==> src/rtl/io_unit_consts.vh <==
// constants for the io unit address decode and protection block
// included by the decode, the register bank and the top module
`ifndef IO_UNIT_CONSTS_VH
`define IO_UNIT_CONSTS_VH

// apb register byte offsets
`define OFF_CTRL 12'h000
`define OFF_IDENT 12'h004
`define OFF_STATUS 12'h008
`define OFF_FAULT_ADDR 12'h00c
`define OFF_SEG_DESC 12'h010
`define OFF_MEM_BASE 12'h014
`define OFF_MEM_MASK 12'h018
`define OFF_SCRATCH 12'h01c

// control register fields
`define CTRL_DS_EN 0
`define CTRL_MEM_EN 1
`define CTRL_KEY_EN 2
`define CTRL_RANGE_EN 3
`define CTRL_RESET 32'h0000_0005

// status register fields
`define ST_FAULT 0
`define ST_CHECKSTOP 1
`define ST_DS_HIT 2
`define ST_MEM_HIT 3

// segment descriptor fields, bit 0 is the msb
`define SEG_DIRECT 31
`define SEG_KEY_SUP 30
`define SEG_KEY_PROB 29
`define SEG_ID_HI 28
`define SEG_ID_LO 20

// answer codes on the response channel
`define RESP_OK 2'b00
`define RESP_FAULT_INVALID 2'b01
`define RESP_CHECKSTOP 2'b11

// read data returned on a faulted load
`define SAFE_LOAD_DATA 32'h0000_0000

// local window inside a direct-store segment; offsets outside it fault when the range check is on
`define DS_WINDOW_MASK 32'h0fff_f000

`endif

==> src/rtl/io_access_decode.v <==
// access decode: ownership by identifier, key check and range check
// assumes access fields are registered in the same clock domain
`timescale 1ns/10ps
`include "io_unit_consts.vh"

module io_access_decode #(
	parameter ID_W = 9
) (
	input wire direct_in,
	input wire key_sup_in,
	input wire key_prob_in,
	input wire prob_state_in,
	input wire [ID_W-1:0] id_in,
	input wire [31:0] addr_in,
	input wire [ID_W-1:0] my_id_in,
	input wire [31:0] ctrl_in,
	input wire [31:0] mem_base_in,
	input wire [31:0] mem_mask_in,
	output wire claim_out,
	output wire ds_hit_out,
	output wire mem_hit_out,
	output wire key_fault_out,
	output wire range_fault_out
);
	wire key_sel;

	// direct-store: all identifier bits must match our own
	assign ds_hit_out = ctrl_in[`CTRL_DS_EN] & direct_in & (id_in == my_id_in);
	// ordinary segment: a plain memory window, no key checking here
	assign mem_hit_out = ctrl_in[`CTRL_MEM_EN] & ~direct_in & ((addr_in & mem_mask_in) == mem_base_in);
	assign claim_out = ds_hit_out | mem_hit_out;
	// the key that applies follows the processor state of the access
	assign key_sel = prob_state_in ? key_prob_in : key_sup_in;
	assign key_fault_out = ds_hit_out & ctrl_in[`CTRL_KEY_EN] & key_sel;
	// own extra check: offsets outside the local window fault as well
	assign range_fault_out = ds_hit_out & ctrl_in[`CTRL_RANGE_EN] & ((addr_in & `DS_WINDOW_MASK) != 32'h0000_0000);
endmodule

==> src/rtl/io_reg_bank.v <==
// local register bank reached by claimed loads and stores
// assumes writes are already gated by the fault decision
`timescale 1ns/10ps
`include "io_unit_consts.vh"

module io_reg_bank #(
	parameter DEPTH = 16
) (
	input wire ref_clk_in,
	input wire rst_in,
	input wire wr_in,
	input wire [3:0] idx_in,
	input wire [31:0] wdata_in,
	output wire [31:0] rdata_out
);
	reg [31:0] mem_reg [0:DEPTH-1];
	integer i;

	// write only on an accepted store; faulted stores never get here
	always @(posedge ref_clk_in) begin
		if (rst_in) begin
			for (i = 0; i < DEPTH; i = i + 1) begin
				mem_reg[i] <= 32'h0000_0000;
			end
		end else if (wr_in) begin
			mem_reg[idx_in] <= wdata_in;
		end
	end

	assign rdata_out = mem_reg[idx_in];
endmodule

==> src/rtl/io_unit_protect.v <==
// io unit controller: address decode, key protection, fault answer
// assumes access channel signals are synchronous to ref_clk_in, one-cycle request
//
// Implementation choices: the APB interface to the registers and the register offsets.
`timescale 1ns/10ps
`include "io_unit_consts.vh"

// Overview of operation
// - ordinary-segment accesses decode as a plain memory window and answer like memory.
// - store data is used only once the access is accepted and checks pass.
// - a corrupted store escalates to a sticky checkstop that blocks further writes.
// - direct-store accesses are selected by bus unit identifier, disjoint from memory.
// - direct-store loads and stores are never cached; each reaches the unit.
// - the segment descriptor register reads back exactly what was last written.
// - facilities are open only when the applicable key bit is zero.
// - key bit one gives a data storage fault with invalid-operation status.
// - all nine identifier bits are compared to claim the access.
// - an optional offset range check adds to the key check.
// - the full nine-bit identifier must equal ident_reg to claim the access.
// - every claimed load returns data with good parity, safe data on fault.
module io_unit_protect #(
	parameter ID_W = 9,
	parameter [ID_W-1:0] ID_RESET = 9'h001 // arbitrary default identifier
) (
	input wire ref_clk_in,
	input wire rst_in,
	// apb slave
	input wire psel_in,
	input wire penable_in,
	input wire pwrite_in,
	input wire [11:0] paddr_in,
	input wire [31:0] pwdata_in,
	output reg [31:0] prdata_out,
	output reg pready_out,
	output reg pslverr_out,
	// access channel from the interconnect
	input wire acc_valid_in,
	input wire acc_write_in,
	input wire acc_direct_in,
	input wire acc_key_sup_in,
	input wire acc_key_prob_in,
	input wire acc_prob_state_in,
	input wire [ID_W-1:0] acc_id_in,
	input wire [31:0] acc_addr_in,
	input wire [31:0] acc_wdata_in,
	input wire acc_wdata_good_in,
	// answer channel
	output reg resp_valid_out,
	output reg [1:0] resp_code_out,
	output reg [31:0] resp_rdata_out,
	output reg resp_parity_out,
	output reg checkstop_out
);
	reg [31:0] ctrl_reg;
	reg [ID_W-1:0] ident_reg;
	reg [31:0] status_reg;
	reg [31:0] fault_addr_reg;
	reg [31:0] seg_desc_reg;
	reg [31:0] mem_base_reg;
	reg [31:0] mem_mask_reg;
	reg [31:0] scratch_reg;
	reg [31:0] rd_next;
	reg known_next;
	wire claim;
	wire ds_hit;
	wire mem_hit;
	wire key_fault;
	wire range_fault;
	wire reject;
	wire corrupt;
	wire bank_wr;
	wire [31:0] bank_rdata;
	wire [31:0] seg_view;

	// odd parity over a data word, used for every load answer
	function parity_of;
		input [31:0] d;
		begin
			parity_of = ~(^d);
		end
	endfunction

	// apb decode on the word offset
	function is_reg;
		input [11:0] a;
		input [11:0] off;
		begin
			is_reg = (a == off);
		end
	endfunction

	io_access_decode #(.ID_W(ID_W)) u_decode (
		.direct_in(acc_direct_in),
		.key_sup_in(acc_key_sup_in),
		.key_prob_in(acc_key_prob_in),
		.prob_state_in(acc_prob_state_in),
		.id_in(acc_id_in),
		.addr_in(acc_addr_in),
		.my_id_in(ident_reg),
		.ctrl_in(ctrl_reg),
		.mem_base_in(mem_base_reg),
		.mem_mask_in(mem_mask_reg),
		.claim_out(claim),
		.ds_hit_out(ds_hit),
		.mem_hit_out(mem_hit),
		.key_fault_out(key_fault),
		.range_fault_out(range_fault)
	);

	// a write that fails its key or range check, or arrives corrupt, is dropped
	assign reject = key_fault | range_fault;
	assign corrupt = acc_write_in & ~acc_wdata_good_in;
	assign bank_wr = acc_valid_in & claim & acc_write_in & ~reject & ~corrupt & ~checkstop_out;

	io_reg_bank #(.DEPTH(16)) u_bank (
		.ref_clk_in(ref_clk_in),
		.rst_in(rst_in),
		.wr_in(bank_wr),
		.idx_in(acc_addr_in[5:2]),
		.wdata_in(acc_wdata_in),
		.rdata_out(bank_rdata)
	);

	// descriptor: the whole word reads back exactly as last written, flags included
	assign seg_view = seg_desc_reg;

	// access channel answer: one cycle after every claimed request, uncached each time
	always @(posedge ref_clk_in) begin
		if (rst_in) begin
			resp_valid_out <= 1'b0;
			resp_code_out <= `RESP_OK;
			resp_rdata_out <= 32'h0000_0000;
			resp_parity_out <= 1'b1;
			checkstop_out <= 1'b0;
		end else begin
			resp_valid_out <= acc_valid_in & claim;
			if (acc_valid_in & claim) begin
				if (checkstop_out | corrupt) begin
					resp_code_out <= `RESP_CHECKSTOP;
					resp_rdata_out <= `SAFE_LOAD_DATA;
					resp_parity_out <= parity_of(`SAFE_LOAD_DATA);
				end else if (reject) begin
					resp_code_out <= `RESP_FAULT_INVALID;
					resp_rdata_out <= `SAFE_LOAD_DATA;
					resp_parity_out <= parity_of(`SAFE_LOAD_DATA);
				end else begin
					resp_code_out <= `RESP_OK;
					resp_rdata_out <= acc_write_in ? 32'h0000_0000 : bank_rdata;
					resp_parity_out <= parity_of(acc_write_in ? 32'h0000_0000 : bank_rdata);
				end
			end
			// corrupt store data must not propagate: stop until reset
			if (acc_valid_in & claim & corrupt) begin
				checkstop_out <= 1'b1;
			end
		end
	end

	// apb slave: zero wait state, pready in the access phase
	always @(posedge ref_clk_in) begin
		if (rst_in) begin
			pready_out <= 1'b0;
			pslverr_out <= 1'b0;
		end else begin
			pready_out <= psel_in & ~penable_in;
			pslverr_out <= psel_in & ~penable_in & ~(paddr_in[11:5] == 7'h00);
		end
	end

	// register writes take effect at the access edge; status is sticky, write one clears
	always @(posedge ref_clk_in) begin
		if (rst_in) begin
			ctrl_reg <= `CTRL_RESET;
			ident_reg <= ID_RESET;
			status_reg <= 32'h0000_0000;
			fault_addr_reg <= 32'h0000_0000;
			seg_desc_reg <= 32'h0000_0000;
			mem_base_reg <= 32'h0000_0000;
			mem_mask_reg <= 32'h0000_0000;
			scratch_reg <= 32'h0000_0000;
		end else begin
			if (psel_in & penable_in & pready_out & pwrite_in) begin
				if (is_reg(paddr_in, `OFF_CTRL)) begin
					ctrl_reg <= pwdata_in;
				end
				if (is_reg(paddr_in, `OFF_IDENT)) begin
					ident_reg <= pwdata_in[ID_W-1:0];
				end
				if (is_reg(paddr_in, `OFF_SEG_DESC)) begin
					seg_desc_reg <= pwdata_in;
				end
				if (is_reg(paddr_in, `OFF_MEM_BASE)) begin
					mem_base_reg <= pwdata_in;
				end
				if (is_reg(paddr_in, `OFF_MEM_MASK)) begin
					mem_mask_reg <= pwdata_in;
				end
				if (is_reg(paddr_in, `OFF_SCRATCH)) begin
					scratch_reg <= pwdata_in;
				end
				if (is_reg(paddr_in, `OFF_STATUS)) begin
					status_reg <= status_reg & ~pwdata_in;
				end
			end
			// hardware set after the clear so a same-cycle event wins
			if (acc_valid_in & claim & reject) begin
				status_reg[`ST_FAULT] <= 1'b1;
				fault_addr_reg <= acc_addr_in;
			end
			if (acc_valid_in & claim & corrupt) begin
				status_reg[`ST_CHECKSTOP] <= 1'b1;
			end
			if (acc_valid_in & ds_hit) begin
				status_reg[`ST_DS_HIT] <= 1'b1;
			end
			if (acc_valid_in & mem_hit) begin
				status_reg[`ST_MEM_HIT] <= 1'b1;
			end
		end
	end

	// apb read mux; unmapped words read zero with pslverr
	always @* begin
		rd_next = 32'h0000_0000;
		known_next = 1'b1;
		case (paddr_in)
			`OFF_CTRL: rd_next = ctrl_reg;
			`OFF_IDENT: rd_next = {{(32-ID_W){1'b0}}, ident_reg};
			`OFF_STATUS: rd_next = status_reg;
			`OFF_FAULT_ADDR: rd_next = fault_addr_reg;
			`OFF_SEG_DESC: rd_next = seg_view;
			`OFF_MEM_BASE: rd_next = mem_base_reg;
			`OFF_MEM_MASK: rd_next = mem_mask_reg;
			`OFF_SCRATCH: rd_next = scratch_reg;
			default: known_next = 1'b0;
		endcase
	end

	// read data is captured in the setup cycle so it is valid with pready
	always @(posedge ref_clk_in) begin
		if (rst_in) begin
			prdata_out <= 32'h0000_0000;
		end else if (psel_in & ~penable_in & ~pwrite_in) begin
			prdata_out <= known_next ? rd_next : 32'h0000_0000;
		end
	end
endmodule

==> config.mk <==
export PLATFORM = sky130hd
export DESIGN_NAME = io_unit_protect
export DESIGN_NICKNAME = d
export VERILOG_FILES = /design/src/rtl/io_access_decode.v /design/src/rtl/io_reg_bank.v /design/src/rtl/io_unit_protect.v
export VERILOG_INCLUDE_DIRS = /design/src /design/src/rtl
export SDC_FILE = /design/constraint.sdc
export NUM_CORES = 1
export LEC_CHECK = 0
export BUFFER_PORTS_ARGS = -buffer_cell sky130_fd_sc_hd__buf_4
export CAP_MARGIN = 20
export CORE_UTILIZATION = 40
export DETAILED_ROUTE_END_ITERATION = 8
export HOLD_SLACK_MARGIN = 0.08
export PLACE_DENSITY = 0.54
export SLEW_MARGIN = 20
export SYNTH_ARGS = -nofsm -noshare
export SYNTH_HDL_FRONTEND = slang
export SYNTH_SLANG_ARGS = --single-unit
export TNS_END_PERCENT = 50
==> constraint.sdc <==
create_clock -name ref_clk_in -period 7.7 [get_ports ref_clk_in]
set_input_delay 2.31 -clock ref_clk_in [delete_from_list [all_inputs] [get_ports ref_clk_in]]
set_output_delay 2.31 -clock ref_clk_in [all_outputs]
set_load 0.01 [all_outputs]
* Word level (Yosys, flattened, before mapping) *
Memories as Yosys holds them, arrays and structs flattened.
Index checks and enable logic that the tools add are counted.

word-level totals
  register bits after elaboration = 304
  bits in writable memories = 512
  memories = 1

operators by class
  bitwise logic cells = 39
  muxes and demuxes = 25
  equality and inequality tests = 9
  reduce and logical (&&, ||, !) cells = 25

memories
  name            words  bits a word  read ports  clocked after memory_dff  wr ports  RTL line          text
  u_bank.mem_reg  16     32           1           0                         16        io_reg_bank.v:16  reg [31:0] mem_reg [0:DEPTH-1];

operator list
  operator               count
  $pmux W32 S8           1
  $mux W32               5
  $and A32 B32 Y32       2
  $eq A12 B5 Y1 const B  4
  $eq A32 B32 Y1         1
  $not A32 Y32           1
  $reduce_bool A32 Y1    1
  $reduce_or A32 Y1      1
  $reduce_xor A32 Y1     1
  $and A1 B1 Y1          24
  $eq A12 B4 Y1 const B  2
  $reduce_and A2 Y1      11
  $reduce_bool A2 Y1     8
  $mux W1                15
  $eq A12 B3 Y1 const B  1
  $logic_not A12 Y1      1
  $mux W4                3
  $eq A9 B9 Y1           1
  $not A1 Y1             9
  $reduce_or A8 Y1       1
  $logic_not A7 Y1       1
  $or A1 B1 Y1           3
  $mux W2                1

* Logic depth before layout (Yosys ltp) *
Gate-level depths: netlist of the first run.

  depth in word-level cells = 14
  mapped depth = 12
  depth with buffers taken out = 9

* Modules after synthesis *
From an unflattened synthesis of the first run, not the netlist that was laid out.

second synthesis, totals
  cell total of the unflattened synthesis = 3036
  area, all modules = 36020.8 um^2

by module, submodules not included
  module            cells each  area each (um^2)  times used
  io_reg_bank       1418        22902.0           1
  io_unit_protect   1518        12464.5           1
  io_access_decode  100         654.4             1

* Worst setup path after synthesis of the first run *
OpenSTA, ideal clock, no wires.

  kind = input to register
  from = input acc_addr_in[3]
  to = memory u_bank.mem_reg[12][0] (enable)
  path buffers = 1
  setup slack = 2636 ps
  arrival = 4689 ps
  cell stages on the path = 9
  setup time = 375 ps
  cell sequence = buf_6 -> nand2_2 -> xor2_1 -> nand4_1 -> or4_1 -> o41a_4 -> nor2_8 -> nor4b_4 -> or2_2

RTL lines
  what         RTL line              text
  from (decl)  io_unit_protect.v:44  input wire [31:0] acc_addr_in,
  to (decl)    io_reg_bank.v:16

==> impl_metrics.py, run 1 <==
metrics = {
    "logic_synthesis": {
        "synthDistinctLibCells": 52,
        "yosysWarnings": 0,
        "synthCells": 2900,
        "synth-seq-area-share_pct": 60.4,
        "synth.ff_latch_count": 816,
        "avgSynthCellArea_um2": 12.2,
        "syn_nets": 3029,
        "syn-cell-area_um2": 35500,
    },
    "cts": {
        "cts-hold-fix-buffers": 0,
        "cts.htree.levels": 3,
        "cts_setup_buffers": 0,
        "cts_max_path_buffers": 3,
        "cts_sinks": 816,
        "ctsRootBufferMaster": "clkbuf_16",
        "clk_latency_ps": 660,
        "clk_pin_slew_ps": 60,
        "cts_resized": 0,
        "cts_tree": "built",
        "cts_buffers": 93,
    },
    "global_route": {
        "grt_pass1_vias": 24400,
        "grt_usage_pct": 24.6,
        "overflow": 0,
        "grt_pass1_wl_mm": 164,
        "antenna_found_initial": 6,
        "grt_max_degree": 212,
    },
    "die": {
        "fp.dieH_um": 300,
        "die_w_um": 300,
        "ioPinCount": 200,
        "design.die.area_um2": 90000,
        "core_um2": 87300,
        "rows": 108,
        "start_util_pct": 40.7,
    },
    "route": {
        "ant_nets": 0,
        "wire_per_inst_um": 26.2,
        "vias_per_cell": 5.61,
        "dr.pass1.iters": 6,
        "wirelength_mm": 111,
        "vias": 23800,
        "drt_iter0_drc": 1981,
        "drc_errors": 0,
    },
    "timing": {
        "setup_tns_ps": 0,
        "rsz0062_at_grt": "false",
        "tightest_slew_ps": 1120,
        "finalClockSkew_ps": 33.9,
        "post-route-period-util_pct": 70.9,
        "max_freq_mhz": 183,
        "min_period_ps": 5460,
        "max-slew-margin-rel_pct": 25.3,
        "slew_viol_final": 0,
        "setup_violations": 0,
        "hold_viol": 0,
    },
    "place": {
        "hpwl_mm": 67.0,
        "place_congestion": 0.823,
        "port_buffers": 199,
    },
    "worst_setup_path": {
        "crit_fanout": 17,
        "crit_chain": "buf_4 > nand2_1 > xor2_1 > nand4_1 > or4_1 > o41a_4 > nor2_8 > nand3b_4 > nor2_4 > or2_2 > buf_4",
        "worstPathRequired_ps": 8020,
        "crit_type": "input port to register",
        "critPathCaptureType": "register",
        "critPathLaunchType": "input port",
        "cp.arrival_ps": 5780,
        "cpMostUsedCell": "buf_4",
        "worst_path_max_delay_cell": "or4_1",
        "max_stage_delay_ps": 590,
    },
    "run_status": {
        "status": "finished clean",
    },
    "cells_and_area": {
        "area_growth_pct": 15.5,
        "final_util_pct": 47.0,
        "final-seq-area_um2": 21500,
        "layout.nets": 3149,
        "layout_commonest_cell": "and2_1",
        "largest_reg_flops": 512,
        "layout-drive-gt1-share_pct": 18.9,
        "layout_common_cells": "and2_1 (514), edfxtp_1 (512), nand2_1 (420)",
        "multi_input_area_um2": 13100,
        "nFillCells": 7816,
    },
    "power": {
        "p_leak_nw": 14.5,
        "peakVddDrop_uv": 165,
        "p_per_area_nw_per_um2": 236,
    },
    "min_path": {
        "hold_class": "register to register",
    },
    "run": {
        "drv_cap": 0,
    },
}
[per-layer routing]
layer / vias to the layer above / global-route usage (%) / wire, um / share of wire [%]
met5: - / 0 / 46 / 0.041
met4: 8 / 8.16 / 3550 / 3.2
met3: 205 / 3.82 / 6410 / 5.8
met2: 848 / 41.6 / 54700 / 49
met1: 12100 / 32.4 / 46600 / 42
li1: 10600 / - / - / -
[final cells by class]
cell class	count	share of cell area [%]
well taps	1155	3.52
flip-flops and latches	816	52.3
diodes	2	0.0122
repair buffers	259	4.94
multi-input cells	1848	32.0
clock buffers	136	6.46
inverters	2	0.0183
clock inverters	33	0.748
[metrics by stage]
step / power, mW / instances / instance area [um^2] / worst slack (ps) / hold slack, ps
2_1_floorplan: 5.19 / 2900 / 35500 / 2640 / 426
3_3_place_gp: 5.45 / 4078 / 38000 / 1540 / 435
3_5_place_dp: 5.46 / 4080 / 38000 / 1580 / 440
4_1_cts: 9.77 / 4249 / 41000 / 2250 / 451
5_1_grt: 9.97 / 4250 / 41000 / 2140 / 464
6_report: 9.68 / 4251 / 41000 / 2240 / 450
[worst max-delay path, delay by kind of cell]
| family | cells | cell delay [ps] |
|---|---|---|
| simple gates | 7 | 1980 |
| buf+inv | 2 | 540 |
| xor+xnor | 1 | 480 |
| compound gates | 1 | 450 |
[path summary, 6_finish.rpt]
kind                    startpoint               endpoint  slack [ps]  cells past startpoint
setup / recovery   acc_addr_in[28]  u_bank.mem_reg[5][21]        2240                     11
hold / removal      status_reg[28]         status_reg[28]         450                      2
setup reg to reg  mem_mask_reg[28]  u_bank.mem_reg[5][21]        3680                     10
hold reg to reg     status_reg[28]         status_reg[28]         450                      2
[where the power goes]
part / switching (mW) / internal, mW / total, mW
Clock: 1.83 / 2.50 / 4.32
Sequential: 0.0270 / 4.73 / 4.75
Combinational: 0.378 / 0.230 / 0.608
Total: 2.23 / 7.45 / 9.68
[synth_stat cells (all sizes together)]
| cell type | count | area [um^2] |
|---|---|---|
| nor3 | 11 | 70.1 |
| nor2b | 5 | 31.3 |
| a222oi | 23 | 230 |
| and3b | 1 | 8.76 |
| nor4 | 12 | 103 |
| nand3 | 4 | 32.5 |
| or3 | 3 | 18.8 |
| and2 | 516 | 3230 |
| mux2i | 33 | 330 |
| xor2 | 37 | 324 |
| a221oi | 9 | 78.8 |
| nor4b | 1 | 23.8 |
| or4 | 4 | 30.0 |
| and4 | 1 | 8.76 |
| a22oi | 128 | 961 |
| clkbuf | 173 | 679 |
| o41a | 2 | 32.5 |
| dfxtp | 304 | 6090 |
| inv | 2 | 7.51 |
| buf | 61 | 379 |
| mux2 | 1 | 11.3 |
| mux4 | 128 | 2880 |
| or2 | 16 | 100 |
| xnor2 | 35 | 307 |
| a31oi | 32 | 200 |
| or3b | 1 | 8.76 |
| edfxtp | 512 | 15400 |
| and2b | 1 | 7.51 |
| and3 | 1 | 6.26 |
| a21oi | 231 | 1160 |
| nand3b | 6 | 70.1 |
| nand2 | 422 | 1590 |
| nor3b | 1 | 7.51 |
| a22o | 42 | 368 |
| a211oi | 1 | 7.51 |
| nand2b | 34 | 213 |
| nand4 | 14 | 87.6 |
| nor2 | 92 | 454 |
[cell families (layout without fill, tap and decap cells)]
group / Yosys count / after routing / share of synthesized area (%)
DFF: 816 / 816 / 60.4
buffers and inverters: 236 / 430 / 3.00
and+or+nand+nor: 1146 / 1146 / 17.2
muxes: 162 / 162 / 9.08
xor gates and xnor gates: 72 / 72 / 1.78
AOI/OAI and AO/OA: 468 / 468 / 8.54
other: 0 / 2 / 0
No activity file was read; power rests on OpenSTA's default activity.
==> inputs of run 2 (changes only) <==
--- a/config.mk
+++ b/config.mk
@@ -11,7 +11,7 @@
 export CORE_UTILIZATION = 40
 export DETAILED_ROUTE_END_ITERATION = 8
 export HOLD_SLACK_MARGIN = 0.08
-export PLACE_DENSITY = 0.54
+export PLACE_DENSITY = 0.56
 export SLEW_MARGIN = 20
 export SYNTH_ARGS = -nofsm -noshare
 export SYNTH_HDL_FRONTEND = slang
==> constraint.sdc (replaced) <==
create_clock -name ref_clk_in -period 4.9 [get_ports ref_clk_in]
set_input_delay 1.47 -clock ref_clk_in [delete_from_list [all_inputs] [get_ports ref_clk_in]]
set_output_delay 1.47 -clock ref_clk_in [all_outputs]
set_load 0.01 [all_outputs]
==> run 2 against run 1 <==
Worst setup slack worse by 1300 ps. Register-to-register slack worse by 2000 ps. Sequential cell count stayed put. Global-route usage is 0.051 points higher. Worst hold slack worse by 0.57 ps. Critical path depth is 1 higher. Sequential share of layout area is 0.83 points lower. Die area stayed put. First-iteration DRC count is 12% higher. Critical endpoint is now resp_parity_out. Largest power group unchanged.
==> impl_metrics.py, run 2 (same netlist as run 1, synthesis figures left out) <==
metrics = {
    "power": {
        "peakVddDrop_uv": 249,
        "switching_share_pct": 22.6,
        "seqPwrFrac_pct": 48.9,
        "power_mw": 15.3,
        "p_leak_nw": 14.9,
        "p_sw_mw": 3.45,
        "comb_power_share_pct": 6.5,
        "p_per_area_nw_per_um2": 366,
        "p_int_mw": 11.8,
        "power.share.clock_pct": 44.5,
    },
    "cts": {
        "cts.htree.levels": 3,
        "clk_latency_ps": 660,
        "clk_pin_slew_ps": 60,
        "cts_max_path_buffers": 3,
        "cts_sinks": 816,
        "cts_setup_buffers": 0,
        "cts-hold-fix-buffers": 0,
        "cts_tree": "built",
        "cts_buffers": 89,
        "cts_resized": 0,
        "ctsRootBufferMaster": "clkbuf_16",
    },
    "global_route": {
        "grtUsageMet1_pct": 30.9,
        "antenna_found_initial": 13,
        "grt_use_met2_pct": 43.0,
        "grt_usage_pct": 24.7,
        "overflow": 0,
        "grt-busiest-layer": "met2",
        "grt_pass1_vias": 24500,
        "met3_usage_pct": 4.20,
        "grt_max_degree": 117,
        "grt_pass1_wl_mm": 164,
    },
    "worst_setup_path": {
        "crit_chain": "buf_8 > buf_4 > buf_12 > mux4_2 > a22oi_1 > nand2_1 > xnor2_1 > xnor2_1 > xnor2_1 > xnor2_1 > xnor2_1 > a21oi_1",
        "cp.arrival_ps": 4490,
        "path_buf_inv": 3,
        "critPathLaunchType": "input port",
        "worst_path_max_delay_cell": "mux4_2",
        "cpLargestDelayFamily": "XOR/XNOR gates",
        "cpMostUsedCell": "xnor2_1",
        "critPathCaptureType": "register",
        "crit_fanout": 22,
        "crit_type": "input port to register",
        "worstPathRequired_ps": 5410,
        "max_stage_delay_ps": 520,
    },
    "run": {
        "drv_cap": 0,
    },
    "timing": {
        "finalClockSkew_ps": 36.5,
        "min_period_ps": 3980,
        "rsz0062_at_grt": "false",
        "post-route-period-util_pct": 81.3,
        "max-slew-margin-rel_pct": 36.5,
        "tightest_slew_ps": 952,
        "max_freq_mhz": 251,
        "setup_violations": 0,
        "slew_viol_final": 0,
        "setup_tns_ps": 0,
        "hold_viol": 0,
    },
    "cells_and_area": {
        "layout_common_cells": "and2_1 (514), edfxtp_1 (512), nand2_1 (421)",
        "nFillCells": 7744,
        "final_util_pct": 47.7,
        "layout_commonest_cell": "and2_1",
        "final-seq-area_um2": 21500,
        "layout.cells.non_filler": 4300,
        "layout.nets": 3194,
        "largest_reg_flops": 512,
        "area_growth_pct": 17.3,
        "multi_input_area_um2": 13100,
        "layout-drive-gt1-share_pct": 20.2,
        "fin_area_um2": 41700,
    },
    "route": {
        "ant_nets": 0,
        "dr.pass1.iters": 5,
        "vias_per_cell": 5.62,
        "wire_per_inst_um": 25.9,
        "vias": 24200,
        "wirelength_mm": 111,
        "drc_errors": 0,
        "drt_iter0_drc": 2211,
    },
    "die": {
        "start_util_pct": 40.7,
        "design.die.area_um2": 90000,
        "die_w_um": 300,
        "ioPinCount": 200,
        "core_um2": 87300,
        "fp.dieH_um": 300,
        "rows": 108,
    },
    "place": {
        "hpwl_mm": 67.1,
        "placedCellCount": 4128,
        "place_congestion": 0.855,
        "placed_cell_area_um2": 38700,
        "port_buffers": 199,
    },
    "min_path": {
        "hold_class": "register to register",
    },
    "run_status": {
        "status": "finished clean",
    },
}
## run 2: changes by cell type in the layout (fill, tap and decap cells not counted), sizes merged
| cell | change |
|---|---|
| clkbuf | -16 |
| bufinv | +5 |
| clkinv | +4 |
| diode | +4 |
| clkinvlp | +3 |
| buf | +49 |
## run 2: through the flow
step	hold WS, ps	setup WS [ps]
floorplan	426	676
global placement	435	224
detailed placement	440	228
CTS	452	904
global route	469	807
finish	450	918
## run 2: final timing paths
| kind | start | slack [ps] | cells after the start | end |
|---|---|---|---|---|
| max | acc_addr_in[2] | 920 | 12 | resp_parity_out |
| min | status_reg[11] | 450 | 2 | status_reg[11] |
| max reg2reg | mem_mask_reg[31] | 1650 | 9 | u_bank.mem_reg[12][6] |
| min reg2reg | status_reg[11] | 450 | 2 | status_reg[11] |
## run 2: final cells by class
class / count / share of cell area (%)
repair buffers: 308 / 6.49
clock buffers: 120 / 5.94
well taps: 1155 / 3.47
diodes: 6 / 0.0360
multi-input cells: 1848 / 31.4
inverters: 2 / 0.0180
flip-flops and latches: 816 / 51.5
clock inverters: 45 / 1.16
## run 2: worst min-delay path, stage by stage (launching register included)
cell and delay [ps]:
dfxtp_1 310, nand2b_1 60, a21oi_1 40
## run 2: layer usage
metal	vias to the layer above	share of wire, %
li1	10700	-
met3	226	6.4
met5	-	0.073
met1	12300	40
met2	924	50
met4	12	3.3
## run 2: power groups by stage
stage               sequential (mW)  clock [mW]  combinational, mW
floorplan                      7.59           0              0.560
global placement               7.60           0              0.999
detailed placement             7.61           0               1.01
CTS                            7.47        6.91               1.01
global route                   7.47        7.20               1.06
finish                         7.47        6.80              0.999
